`src/ahbt_pkg.sv`:
```
// Package for the acknowledgment handling and base timer block.
// Assumes a 40 MHz core clock and an APB register bus with 32-bit data.
package ahbt_pkg;
  // Register byte addresses
  localparam logic [7:0] AHBT_TMR_CTRL_OFS  = 8'h00;
  localparam logic [7:0] AHBT_RX_CTRL_OFS   = 8'h04;
  localparam logic [7:0] AHBT_TIMERS_OFS    = 8'h08;
  localparam logic [7:0] AHBT_TIMERS2_OFS   = 8'h0C;
  localparam logic [7:0] AHBT_RETRY_OFS     = 8'h10;
  localparam logic [7:0] AHBT_FLAGS_OFS     = 8'h14;
  localparam logic [7:0] AHBT_CMD_OFS       = 8'h18;
  // Field positions and reset values
  localparam int         AHBT_BASE_W        = 5;
  localparam logic [4:0] AHBT_BASE_RST      = 5'h02;
  localparam int         AHBT_RXC_FULL      = 0;
  localparam int         AHBT_RXC_DUPREJ    = 1;
  localparam int         AHBT_RXC_AUTO_ACK_SETTING   = 2;
  localparam int         AHBT_RXC_RECEIVE_ENABLE      = 3;
  localparam int         AHBT_CMD_TRANSMIT_START      = 0;
  // Flag bit positions
  localparam int         AHBT_F_TXDONE      = 0;
  localparam int         AHBT_F_TXSFD       = 1;
  localparam int         AHBT_F_TXMA        = 2;
  localparam int         AHBT_F_RXOVF       = 3;
  localparam int         AHBT_F_DUP         = 4;
  localparam int         AHBT_F_RXSFD       = 5;
  localparam int         AHBT_F_RXDONE      = 6;
  localparam int         AHBT_F_ACKFAIL     = 7;
  localparam int         AHBT_NFLAGS        = 8;
  // Timing
  localparam int         AHBT_CLK_MHZ       = 40;
  localparam int         AHBT_US_CYC        = AHBT_CLK_MHZ;
  localparam int         AHBT_MAX_DELAY_MS  = 131;
  localparam int         AHBT_MAX_DELAY_US  = AHBT_MAX_DELAY_MS * 1000;
  localparam int         AHBT_OFF_SHIFT     = 5;
  typedef enum logic [2:0] {
    AHBT_IDLE,
    AHBT_ACK_TURN,
    AHBT_ACK_SEND,
    AHBT_TX_SEND,
    AHBT_ACK_WAIT
  } ahbt_state_t;
endpackage

```
`src/ahbt_tick.sv`:
```
// Base time unit tick generator.
// Assumes one clock; base_sel is held steady while the radio is active.
`timescale 1ns/1ps
`default_nettype none
module ahbt_tick
  import ahbt_pkg::*;
#(
  parameter int US_CYC = AHBT_US_CYC
)(
  input  wire logic                   clk_i,
  input  wire logic                   rst_i,
  input  wire logic [AHBT_BASE_W-1:0] base_sel_i,
  output logic                        us_tick_o,
  output logic                        base_tick_o
);
  logic [7:0]             pre_r,  pre_nxt;
  logic [AHBT_BASE_W-1:0] us_r,   us_nxt;
  logic                   ust_nxt, bt_nxt;

  // One-microsecond prescaler, then divide by base select
  always_comb
  begin
    pre_nxt = pre_r + 8'h01;
    ust_nxt = 1'b0;
    us_nxt  = us_r;
    bt_nxt  = 1'b0;
    if (pre_r == 8'(US_CYC - 1))
    begin
      pre_nxt = 8'h00;
      ust_nxt = 1'b1;
      us_nxt  = us_r + 5'h01;
      // Zero select treated as one microsecond to keep time moving
      if (us_r + 5'h01 >= base_sel_i)
      begin
        us_nxt = 5'h00;
        bt_nxt = 1'b1;
      end
    end
  end

  always_ff @(posedge clk_i)
  begin
    if (rst_i)
    begin
      pre_r       <= 8'h00;
      us_r        <= 5'h00;
      us_tick_o   <= 1'b0;
      base_tick_o <= 1'b0;
    end
    else
    begin
      pre_r       <= pre_nxt;
      us_r        <= us_nxt;
      us_tick_o   <= ust_nxt;
      base_tick_o <= bt_nxt;
    end
  end
endmodule
`default_nettype wire

```
`src/ahbt_core.sv`:
```
// Acknowledgment handling and base time unit timers with an APB slave.
// Assumes frame events from a parser as one-cycle pulses on the core clock.
// Contract
// Acknowledgments go out with no backoff or channel assessment.
// Finished ACK sets tx sfd and medium access flags, not tx done.
// Empty buffer, no dup reject: accept frame, buffer full, ACK only if asked.
// Empty buffer, auto ack and ack request: send ACK, set buffer full.
// Empty buffer with dup reject: store sequence and source for comparison.
// Full buffer, no dup reject: no ACK, set overflow flag.
// Full, dup reject, not both ack bits: no ACK; duplicate or overflow flag.
// Full, dup reject, both ack bits: match sends ACK and duplicate flag.
// Valid ACK has matching sequence; raises rx sfd and tx done.
// Receiving an ACK never raises rx done.
// Retry count at or above limit without valid ACK raises ack failure.
// Base time unit equals base select microseconds.
// Turnaround, ack wait, backoff and stream timers count base units.
// Host keeps base select steady while receiving or transmitting.
// Minimum off time counts in units of 32 base units.
// Wait turnaround delay base units before transmitting the ACK.
// Look for ACK at most ack wait timeout, then retry or fail.
// Any timer delay is clamped to 131 ms.
// Host should use 160 units at 2 us or 80 at 4 us for backoff.
// Base select in low five bits of timer control, reset 00010.
// Base tick comes from a 1 us prescaler divided by base select.
`timescale 1ns/1ps
`default_nettype none
module ahbt_core
  import ahbt_pkg::*;
#(
  parameter int SEQ_W = 8,
  parameter int SRC_W = 80
)(
  input  wire logic             CORE_CLK_I,
  input  wire logic             SYS_RST_I,
  input  wire logic             PSEL_I,
  input  wire logic             PENABLE_I,
  input  wire logic             PWRITE_I,
  input  wire logic [7:0]       PADDR_I,
  input  wire logic [31:0]      PWDATA_I,
  output logic      [31:0]      PRDATA_O,
  output logic                  PREADY_O,
  output logic                  PSLVERR_O,
  input  wire logic             RX_FRAME_I,
  input  wire logic             RX_IS_ACK_I,
  input  wire logic             RX_ACK_REQ_I,
  input  wire logic [SEQ_W-1:0] RX_SEQ_I,
  input  wire logic [SRC_W-1:0] RX_SRC_I,
  input  wire logic [SEQ_W-1:0] TX_SEQ_I,
  input  wire logic             TX_FRAME_DONE_I,
  output logic                  TX_ACK_START_O,
  output logic                  TX_FRAME_START_O,
  output logic                  TX_CCA_BYPASS_O,
  output logic                  BACKOFF_TICK_O,
  output logic                  STREAM_TO_O,
  output logic                  OFF_TIME_DONE_O
);
  logic [4:0]        base_r,    base_nxt;
  logic [3:0]        rxc_r,     rxc_nxt;
  logic [7:0]        turn_r,    turn_nxt;
  logic [7:0]        ackto_r,   ackto_nxt;
  logic [7:0]        backoff_period_units_r,  backoff_period_units_nxt;
  logic [15:0]       strm_r,    strm_nxt;
  logic [7:0]        min_off_time_r,   min_off_time_nxt;
  logic [3:0]        rlim_r,    rlim_nxt;
  logic [3:0]        rcnt_r,    rcnt_nxt;
  logic [7:0]        flag_r,    flag_nxt;
  logic [SEQ_W-1:0]  sseq_r,    sseq_nxt;
  logic [SRC_W-1:0]  ssrc_r,    ssrc_nxt;
  logic [19:0]       tmr_r,     tmr_nxt;
  logic [7:0]        bo_r,      bo_nxt;
  logic [15:0]       st_r,      st_nxt;
  logic [12:0]       off_r,     off_nxt;
  ahbt_state_t       st_q,      st_d;
  logic              transmit_start_r,    transmit_start_nxt;
  logic              acks_nxt,  frs_nxt,   bot_nxt;
  logic              sto_nxt,   offd_nxt;
  logic [31:0]       rd_nxt;
  logic              us_tick,   base_tick;
  logic              wr,        rd;
  logic              match;
  logic [7:0]        fset;

  // Clamp a base-unit count so that count times base stays within 131 ms
  function automatic logic [19:0] clamp_units(input logic [19:0] n,
                                              input logic [4:0]  b);
    logic [19:0] lim;
    lim = (b == 5'h00) ? 20'(AHBT_MAX_DELAY_US)
                       : 20'(AHBT_MAX_DELAY_US) / {15'h0000, b};
    clamp_units = (n > lim) ? lim : n;
  endfunction

  ahbt_tick u_tick (
    .clk_i       (CORE_CLK_I),
    .rst_i       (SYS_RST_I),
    .base_sel_i  (base_r),
    .us_tick_o   (us_tick),
    .base_tick_o (base_tick)
  );

  assign wr    = PSEL_I && PENABLE_I && PWRITE_I;
  assign rd    = PSEL_I && !PENABLE_I && !PWRITE_I;
  assign match = (sseq_r == RX_SEQ_I) && (ssrc_r == RX_SRC_I);

  // Register writes; flags are write-one-to-clear and a set beats a clear
  always_comb
  begin
    base_nxt   = base_r;
    rxc_nxt    = rxc_r;
    turn_nxt   = turn_r;
    ackto_nxt  = ackto_r;
    backoff_period_units_nxt = backoff_period_units_r;
    strm_nxt   = strm_r;
    min_off_time_nxt  = min_off_time_r;
    rlim_nxt   = rlim_r;
    transmit_start_nxt   = transmit_start_r;
    flag_nxt   = flag_r;
    if (wr)
    begin
      unique case (PADDR_I)
        AHBT_TMR_CTRL_OFS: base_nxt = PWDATA_I[4:0];
        AHBT_RX_CTRL_OFS:  rxc_nxt  = PWDATA_I[3:0];
        AHBT_TIMERS_OFS:
        begin
          turn_nxt   = PWDATA_I[7:0];
          ackto_nxt  = PWDATA_I[15:8];
          backoff_period_units_nxt = PWDATA_I[23:16];
          min_off_time_nxt  = PWDATA_I[31:24];
        end
        AHBT_TIMERS2_OFS:  strm_nxt = PWDATA_I[15:0];
        AHBT_RETRY_OFS:    rlim_nxt = PWDATA_I[3:0];
        AHBT_FLAGS_OFS:    flag_nxt = flag_r & ~PWDATA_I[7:0];
        AHBT_CMD_OFS:      transmit_start_nxt = PWDATA_I[AHBT_CMD_TRANSMIT_START];
        default:           base_nxt = base_r;
      endcase
    end
    flag_nxt = flag_nxt | fset;
    if (fset[AHBT_F_ACKFAIL] || fset[AHBT_F_TXDONE])
      transmit_start_nxt = 1'b0;
    // Hardware setting of the buffer-full bit on accepted frames
    if (RX_FRAME_I && !RX_IS_ACK_I && !rxc_r[AHBT_RXC_FULL])
      rxc_nxt[AHBT_RXC_FULL] = 1'b1;
  end

  // Read mux; unmapped reads give zero
  always_comb
  begin
    rd_nxt = 32'h0000_0000;
    unique case (PADDR_I)
      AHBT_TMR_CTRL_OFS: rd_nxt = {27'h0000000, base_r};
      AHBT_RX_CTRL_OFS:  rd_nxt = {28'h0000000, rxc_r};
      AHBT_TIMERS_OFS:   rd_nxt = {min_off_time_r, backoff_period_units_r, ackto_r, turn_r};
      AHBT_TIMERS2_OFS:  rd_nxt = {16'h0000, strm_r};
      AHBT_RETRY_OFS:    rd_nxt = {24'h000000, rcnt_r, rlim_r};
      AHBT_FLAGS_OFS:    rd_nxt = {24'h000000, flag_r};
      AHBT_CMD_OFS:      rd_nxt = {31'h00000000, transmit_start_r};
      default:           rd_nxt = 32'h0000_0000;
    endcase
  end

  // Acknowledgment sequencing, frame decisions and retry control
  always_comb
  begin
    st_d     = st_q;
    tmr_nxt  = tmr_r;
    rcnt_nxt = rcnt_r;
    sseq_nxt = sseq_r;
    ssrc_nxt = ssrc_r;
    fset     = 8'h00;
    acks_nxt = 1'b0;
    frs_nxt  = 1'b0;
    if (RX_FRAME_I && !RX_IS_ACK_I && st_q != AHBT_ACK_WAIT)
    begin
      if (!rxc_r[AHBT_RXC_FULL])
      begin
        if (rxc_r[AHBT_RXC_DUPREJ])
        begin
          sseq_nxt = RX_SEQ_I;
          ssrc_nxt = RX_SRC_I;
        end
        if (rxc_r[AHBT_RXC_AUTO_ACK_SETTING] && RX_ACK_REQ_I)
        begin
          st_d    = AHBT_ACK_TURN;
          tmr_nxt = clamp_units({12'h000, turn_r}, base_r);
        end
      end
      else if (!rxc_r[AHBT_RXC_DUPREJ])
        fset[AHBT_F_RXOVF] = 1'b1;
      else if (!match)
        fset[AHBT_F_RXOVF] = 1'b1;
      else
      begin
        fset[AHBT_F_DUP] = 1'b1;
        if (rxc_r[AHBT_RXC_AUTO_ACK_SETTING] && RX_ACK_REQ_I)
        begin
          st_d    = AHBT_ACK_TURN;
          tmr_nxt = clamp_units({12'h000, turn_r}, base_r);
        end
      end
      if (!(rxc_r[AHBT_RXC_FULL]))
        fset[AHBT_F_RXDONE] = 1'b1;
    end
    unique case (st_q)
      AHBT_IDLE:
        if (transmit_start_r && !(RX_FRAME_I && !RX_IS_ACK_I))
        begin
          st_d    = AHBT_TX_SEND;
          frs_nxt = 1'b1;
        end
      AHBT_ACK_TURN:
        if (tmr_r == 20'h00000)
        begin
          st_d     = AHBT_ACK_SEND;
          acks_nxt = 1'b1;
        end
        else if (base_tick)
          tmr_nxt = tmr_r - 20'h00001;
      AHBT_ACK_SEND:
        if (TX_FRAME_DONE_I)
        begin
          st_d = AHBT_IDLE;
          fset[AHBT_F_TXSFD] = 1'b1;
          fset[AHBT_F_TXMA]  = 1'b1;
        end
      AHBT_TX_SEND:
        if (TX_FRAME_DONE_I)
        begin
          fset[AHBT_F_TXSFD] = 1'b1;
          fset[AHBT_F_TXMA]  = 1'b1;
          if (rxc_r[AHBT_RXC_AUTO_ACK_SETTING])
          begin
            st_d    = AHBT_ACK_WAIT;
            tmr_nxt = clamp_units({12'h000, ackto_r}, base_r);
          end
          else
          begin
            st_d = AHBT_IDLE;
            fset[AHBT_F_TXDONE] = 1'b1;
          end
        end
      AHBT_ACK_WAIT:
        if (RX_FRAME_I && RX_IS_ACK_I && RX_SEQ_I == TX_SEQ_I)
        begin
          st_d     = AHBT_IDLE;
          rcnt_nxt = 4'h0;
          fset[AHBT_F_RXSFD]  = 1'b1;
          fset[AHBT_F_TXDONE] = 1'b1;
        end
        else if (tmr_r == 20'h00000)
        begin
          if (rcnt_r >= rlim_r)
          begin
            st_d     = AHBT_IDLE;
            rcnt_nxt = 4'h0;
            fset[AHBT_F_ACKFAIL] = 1'b1;
          end
          else
          begin
            st_d     = AHBT_TX_SEND;
            rcnt_nxt = rcnt_r + 4'h1;
            frs_nxt  = 1'b1;
          end
        end
        else if (base_tick)
          tmr_nxt = tmr_r - 20'h00001;
      default: st_d = AHBT_IDLE;
    endcase
    if (!transmit_start_r && (st_q == AHBT_TX_SEND || st_q == AHBT_ACK_WAIT))
      st_d = AHBT_IDLE;
  end

  // Backoff period, stream timeout and off-time timers on the base tick
  always_comb
  begin
    bo_nxt   = bo_r;
    st_nxt   = st_r;
    off_nxt  = off_r;
    bot_nxt  = 1'b0;
    sto_nxt  = 1'b0;
    offd_nxt = 1'b0;
    if (base_tick)
    begin
      bo_nxt = bo_r + 8'h01;
      if (bo_r == backoff_period_units_r)
      begin
        bo_nxt  = 8'h00;
        bot_nxt = 1'b1;
      end
      if (RX_FRAME_I || !rxc_r[AHBT_RXC_RECEIVE_ENABLE])
        st_nxt = 16'h0000;
      else if (20'(st_r) + 20'h00001 >= clamp_units(20'(strm_r), base_r))
      begin
        st_nxt  = 16'h0000;
        sto_nxt = strm_r != 16'h0000;
      end
      else
        st_nxt = st_r + 16'h0001;
      if (off_r != 13'h0000)
      begin
        off_nxt  = off_r - 13'h0001;
        offd_nxt = off_r == 13'h0001;
      end
    end
    if (TX_FRAME_DONE_I)
      off_nxt = 13'(clamp_units(20'(min_off_time_r) << AHBT_OFF_SHIFT,
                                base_r));
    // A frame between base ticks must still restart the stream timeout
    if (RX_FRAME_I || !rxc_r[AHBT_RXC_RECEIVE_ENABLE])
    begin
      st_nxt  = 16'h0000;
      sto_nxt = 1'b0;
    end
  end

  // Register all state and outputs
  always_ff @(posedge CORE_CLK_I)
  begin
    if (SYS_RST_I)
    begin
      base_r           <= AHBT_BASE_RST;
      rxc_r            <= 4'h0;
      turn_r           <= 8'h00;
      ackto_r          <= 8'h00;
      backoff_period_units_r         <= 8'h00;
      strm_r           <= 16'h0000;
      min_off_time_r          <= 8'h00;
      rlim_r           <= 4'h0;
      rcnt_r           <= 4'h0;
      flag_r           <= 8'h00;
      sseq_r           <= '0;
      ssrc_r           <= '0;
      tmr_r            <= 20'h00000;
      bo_r             <= 8'h00;
      st_r             <= 16'h0000;
      off_r            <= 13'h0000;
      st_q             <= AHBT_IDLE;
      transmit_start_r           <= 1'b0;
      PRDATA_O         <= 32'h0000_0000;
      PREADY_O         <= 1'b0;
      PSLVERR_O        <= 1'b0;
      TX_ACK_START_O   <= 1'b0;
      TX_FRAME_START_O <= 1'b0;
      TX_CCA_BYPASS_O  <= 1'b0;
      BACKOFF_TICK_O   <= 1'b0;
      STREAM_TO_O      <= 1'b0;
      OFF_TIME_DONE_O  <= 1'b0;
    end
    else
    begin
      base_r           <= base_nxt;
      rxc_r            <= rxc_nxt;
      turn_r           <= turn_nxt;
      ackto_r          <= ackto_nxt;
      backoff_period_units_r         <= backoff_period_units_nxt;
      strm_r           <= strm_nxt;
      min_off_time_r          <= min_off_time_nxt;
      rlim_r           <= rlim_nxt;
      rcnt_r           <= rcnt_nxt;
      flag_r           <= flag_nxt;
      sseq_r           <= sseq_nxt;
      ssrc_r           <= ssrc_nxt;
      tmr_r            <= tmr_nxt;
      bo_r             <= bo_nxt;
      st_r             <= st_nxt;
      off_r            <= off_nxt;
      st_q             <= st_d;
      transmit_start_r           <= transmit_start_nxt;
      if (rd)
        PRDATA_O <= rd_nxt;
      PREADY_O         <= PSEL_I && !PENABLE_I;
      PSLVERR_O        <= 1'b0;
      TX_ACK_START_O   <= acks_nxt;
      TX_FRAME_START_O <= frs_nxt;
      TX_CCA_BYPASS_O  <= acks_nxt || st_d == AHBT_ACK_SEND;
      BACKOFF_TICK_O   <= bot_nxt;
      STREAM_TO_O      <= sto_nxt;
      OFF_TIME_DONE_O  <= offd_nxt;
    end
  end
endmodule
`default_nettype wire

```
`config.mk`:
```
export PLATFORM = sky130hd
export DESIGN_NAME = ahbt_core
export DESIGN_NICKNAME = d
export VERILOG_FILES = /design/src/ahbt_pkg.sv /design/src/ahbt_tick.sv /design/src/ahbt_core.sv
export SDC_FILE = /design/constraint.sdc
export NUM_CORES = 1
export LEC_CHECK = 0
export BUFFER_PORTS_ARGS = -buffer_cell sky130_fd_sc_hd__buf_2
export CAP_MARGIN = 25
export CORE_MARGIN = 2
export CORE_UTILIZATION = 30
export DETAILED_ROUTE_END_ITERATION = 6
export PLACE_DENSITY = 0.53
export SETUP_SLACK_MARGIN = 0.1
export SLEW_MARGIN = 20
export SYNTH_ARGS = -nofsm -noshare
export SYNTH_HDL_FRONTEND = slang
export SYNTH_SLANG_ARGS = --single-unit
export TNS_END_PERCENT = 5
```
`constraint.sdc`:
```
create_clock -name CORE_CLK_I -period 38.8 [get_ports CORE_CLK_I]
set_clock_uncertainty 0.15 [all_clocks]
set_input_delay 1.94 -clock CORE_CLK_I [delete_from_list [all_inputs] [get_ports CORE_CLK_I]]
set_output_delay 1.94 -clock CORE_CLK_I [all_outputs]
set_load 0.05 [all_outputs]
```
---- After elaboration in Yosys (flattened, before gate mapping) ----
Index checks and enable logic that the tools add are counted.
storage, ports and cells
  flip-flop bits (word level) ............. 275
  bits of input ports ..................... 145
  output and inout port bits .............. 40
  word-level logic and storage cells ...... 198
cells by class
  $add $sub $neg .......................... 8
  div/mod/pow operators ................... 1
  magnitude comparators ................... 7
  equality and inequality tests ........... 18
  mux-type cells .......................... 74
  bitwise logic cells ..................... 8
  reductions and logical operators ........ 52
operator list
  cell                                                                   number
  20-bit 2-to-1 mux                                                      14
  32-bit one-hot mux with 7 select lines                                 1
  80-bit == test                                                         1
  20-bit one-hot mux with 3 select lines                                 1
  13-bit 2-to-1 mux                                                      4
  3-bit 2-to-1 mux                                                       14
  8-bit by 20-bit > comparator with 1-bit output                         2
  8-bit by 5-bit == test with 1-bit output (second input constant)       3
  8-bit == test                                                          3
  1-bit 2-to-1 mux                                                       24
  8-bit 2-to-1 mux                                                       3
  17-bit by 5-bit divider with 20-bit output (first input constant)      1
  17-bit by 20-bit >= comparator with 1-bit output                       1
  13-bit by 20-bit > comparator with 1-bit output                        1
  16-bit by 20-bit > comparator with 1-bit output                        1
  20-bit logical NOT                                                     1
  20-bit by 1-bit subtractor with 20-bit output (second input constant)  1
  2-bit AND reduction                                                    9
  16-bit by 1-bit adder with 17-bit output (second input constant)       1
  16-bit by 1-bit adder with 16-bit output (second input constant)       1
  8-bit by 1-bit adder with 8-bit output (second input constant)         2
  8-bit by 4-bit == test with 1-bit output (second input constant)       2
  16-bit 2-to-1 mux                                                      1
  16-bit nonzero test                                                    1
  other kinds (34)                                                       75

---- Longest topological paths before layout ----
  depth after elaboration ................. 13
  depth in mapped cells ................... 205
  depth with buffers taken out ............ 193

---- Cells and area by module ----
A second synthesis with hierarchy kept.
second synthesis, totals
  cell total of the unflattened synthesis .. 3,027
  area, all modules ....................... 22,638.0 um2
modules (own cells, without submodules)
  module     instances  cells each  area an instance (um2)  seq. area each (um2)
  ahbt_core  1          2,945       21,878.5                5,225.0
  ahbt_tick  1          82          759.5                   300.3

---- Least setup slack after synthesis ----
No wires, ideal clock.
  path kind ............................... reg2reg
  from .................................... register base_r[1]
  to ...................................... register st_r[14]
  library setup time ...................... 0.065 ns
  data arrival time ....................... 38.445 ns
  data required time ...................... 38.585 ns
  path slack .............................. 0.140 ns
  stages on the path, launching flop included .. 203
  buffers on the path ..................... 11
  clock period less this slack ............ 38.660 ns
  cells stage by stage .................... dfxtp_1 > inv_1 > ha_1 > xnor2_1 > o211a_1 > ha_1 > o21a_1 > o21ai_2 > mux2i_4 > inv_2 > ha_1 > o21a_1 > nor2_1 > nor3_4 > nand2_1 > ha_1 > a211oi_1 > o21bai_1 > (+167 left out) > nor2b_1 > o21ai_0 > nand2b_1 > a21oi_1 > nor2b_1 > o21ai_0 > nand2b_1 > a21oi_1 > nor2b_1 > o21ai_0 > nand2b_1 > a21o_1 > nor2_1 > clkbuf_1 > nand2_1 > nor2_1 > a21oi_1 > nor2_1
on the way
  cells in the longest elaborated chain, start to end .. 6
  elaborated cells between the ends (all ways) .. 7
  those cells by class .................... div: 1; order compare: 2; mux: 3; reduce/logical: 1
RTL lines
  what                                                                             line                              RTL
  start, declared                                                                  ahbt_core.sv:57                   logic [4:0] base_r, base_nxt;
  start signal, assigned                                                           ahbt_core.sv:349                  base_r <= base_nxt;
  17-bit by 5-bit divider with 20-bit output or 5-bit logical NOT (tied branches)  ahbt_core.sv:88, ahbt_core.sv:87
  20-bit 2-to-1 mux *                                                              ahbt_core.sv:87                   lim = (b == 5'h00) ? 20'(AHBT_MAX_DELAY_US)
  16-bit by 20-bit > comparator with 1-bit output                                  ahbt_core.sv:89                   clamp_units = (n > lim) ? lim : n;
  20-bit 2-to-1 mux *                                                              ahbt_core.sv:89
  17-bit by 20-bit >= comparator with 1-bit output *                               ahbt_core.sv:290                  else if (20'(st_r) + 20'h00001 >= clamp_units(20'(strm_r), base_r))
  16-bit 2-to-1 mux *                                                              ahbt_core.sv:290
  end signal, assigned                                                             ahbt_core.sv:363                  st_r <= st_nxt;
  end, declared                                                                    ahbt_core.sv:71                   logic [15:0] st_r, st_nxt;
Every way passes the cells marked *; elsewhere a longest branch is shown, timed or not.
A chain may end at the register's enable or synchronous reset.

---- Worst setup path in the final report ----
  from .................................... register base_r[1]
  to ...................................... register st_r[3]
Same word-level chain as after synthesis.

==> metrics <==
commonest cells in the netlist nand2_1 (505), a21oi_1 (334), nor2_1 (282); Die W ~280 um; CTS tree done; max incr delay on CP 0.54 ns; Setup TNS 0 ns; most used cell, CP a21o_1; hpwl dp 56.31 mm; grt ovf 0; Hold-fix buffers, CTS 0; Worst Tran Pin Value 1.083 ns; GP Congestion approximately 0.9; CTS root buf clkbuf_16; GRT Resource Usage Total between 10% and 20%; Crit Path Max Fanout 18; fin. max-slew vios 0; Worst-Skew Late Latency 0.58 ns; area grow syn2layout 16.34%; quantity of I/O buffers inserted on ports 183; Max Clk Rate 27.70 MHz; Seq. cell area around 5500 um^2; Crit path arrival time ~36 ns; Netlist Area Pre-Place ~23000 um^2; CP startpoint kind flip-flop; global-route wire length before repair roughly 120 mm; drt total wl between 70 and 80 mm; final net count 3520; post-layout util between 30% and 40%; Slew Limit Headroom 27.13%; Seq/Total Area, Yosys 24.31%; synthesized flop and latch total 275; Clock Pin Slew Worst Setup and Hold Paths approximately 0.07 ns; io pins 185; cell count after synthesis 3052; violated checks design-rule violations; Via-to-Cell Ratio about 5.4; routed len/inst 17.54 um; syn_area_per_cell between 7 and 8 um^2; CP Class reg -> reg; CTS buffer count 29; Synth cell types between 100 and 150; area of the multi-input gates between 15000 and 20000 um^2; H-tree depth 1; initial antenna violation count 19; row count 100; Post-synth ARST share 0%; Non-Filler Instances around 4200; ANT nets after route 0; leading area contributor after synthesis dfxtp_1; Hold Violations, Final 0; Main synth FF type dfxtp_1; XOR/XNOR Fraction of Synth Area 6.808%; Crit-path slowest cell or4_1; largest family of logic cells by synthesized area compound AO/OA/AOI/OAI gates; Buffers & Inverters on Critical Path 11; post-synthesis compound-gate area fraction a little over a quarter; max cap viols 0; Initial Util between 30 and 40%; Yosys warnings 0; Crit path max-delay family compound AO/OA/AOI/OAI gates; Simple-Gate Fraction of Synth Area between 20% and 30%; die area 77680 um^2; Pre-antenna DRT Iters 7; clock buffer depth 3; minimum clock period approximately 36 ns; Post-route DRC 2; min-delay worst type reg -> reg; fillers around 8000; ranking of synthesized cells by area dfxtp_1 (24%), nand2_1 (8.4%), a21oi_1 (7.4%); Final period util between 90 and 100%; top-count cell post-synth nand2_1; vias 22920; chip height approximately 280 um; CTS Sinks around 280; mux share of post-synthesis cell area 3.973%; EDFF count, synth 0; status complete, but fails checks; layout cells sized above 1 between 15 and 20%; top cell type's share of synthesized area 24.31%; largest net degree at the start of global routing between 100 and 150; Adder-Cell Fraction of Synth Area between 7 and 8%; critical path endpoint category flip-flop; vias in the first global route between 20000 and 25000; 1st-iter DRT viols 1579; CP required 39.15 ns; Reg2Reg Setup Slack between 2 and 3 ns; Placed Instances just over 4000; Placeable Area about 75000 um^2; Final setup viols 0
==> timing repair <==
item	CTS	global route
gates cloned	0	1
buffers inserted	5	29
setup endpoints to repair	17	17
pin swaps	2	15
gates resized for setup	5	67
==> worst reg2reg max path: cells and delay by family, from the launching register on <==
family	cells	cell delay (ns)
multiplexers	4	1.15
AO/OA/AOI/OAI	96	18.16
flip-flops	1	0.33
XOR/XNOR	1	0.14
AND/OR/NAND/NOR	57	8.62
adder cells (fa/ha/maj)	21	6.02
buffers and inverters	11	1.50
==> sequential cells by signal, summed over array words and instances (netlist names), 8 cells and up <==
name,cells
ssrc_r,80
bo_r,8
sseq_r,8
tmr_r,20
st_r,16
backoff_period_units_r,8
ackto_r,8
PRDATA_O,32
strm_r,16
flag_r,8
off_r,13
u_tick.pre_r,8
min_off_time_r,8
turn_r,8
==> cell type report <==
type                       count  area share, %
multi-input combinational   2560          63.01
timing repair buffer         286          6.536
antenna                        9        0.08550
clock buffer                  40          3.178
tap                          969          4.603
sequential                   275          20.91
clock inverter                13         0.3468
inverter                      94          1.340
==> final timing paths <==
kind,start,to,depth (start not counted)
hold / removal,PRDATA_O[29],PRDATA_O[29],2
setup reg to reg,base_r[1],st_r[3],190
hold reg to reg,PRDATA_O[29],PRDATA_O[29],2
setup / recovery,base_r[1],st_r[3],190
==> cells in the final DEF (no fill, tap or decap), types with 42 or more instances in the layout <==
cell type / Yosys / layout
ha_1: 127 / 126
nor3_1: 76 / 74
buf_4: 2 / 94
dfxtp_1: 275 / 274
nor4_1: 43 / 42
a21o_1: 50 / 47
nand2_1: 505 / 498
a21oi_1: 334 / 325
nor2_1: 282 / 279
inv_1: 89 / 89
mux2i_1: 52 / 52
nand3_1: 88 / 85
xor2_1: 91 / 91
o21ai_0: 110 / 105
xnor2_1: 85 / 85
buf_2: 13 / 182
==> through the flow <==
stage               hold slack [ns]  cell area, um^2  setup slack (ns)
floorplan                    0.2676            22650            0.1401
global placement             0.2846            24770           -0.5453
detailed placement           0.2907            24800            -1.264
CTS                          0.3027            25790            0.1351
global route                 0.3216            26340         -0.009813
finish                       0.3018            26340             2.693
==> kinds of logic after synthesis <==
logic type	count (synthesis)
buf+inv	219
simple gates	1273
compound gates	896
fa+ha+maj	129
flops	275
mux	82
other cells	2
xor+xnor	176
==> layer usage <==
layer	share of wire, %	global-route usage [%]	up-vias
li1	-	-	11520
met1	47	25.04	10700
met2	47	30.07	596
met3	4.8	2.159	94
met4	1.8	4.384	14
met5	0.12	0	-
Power is left out: the tool's default activity adds up to more than one toggle a clock period on the data nets, which glitch-free logic cannot reach.
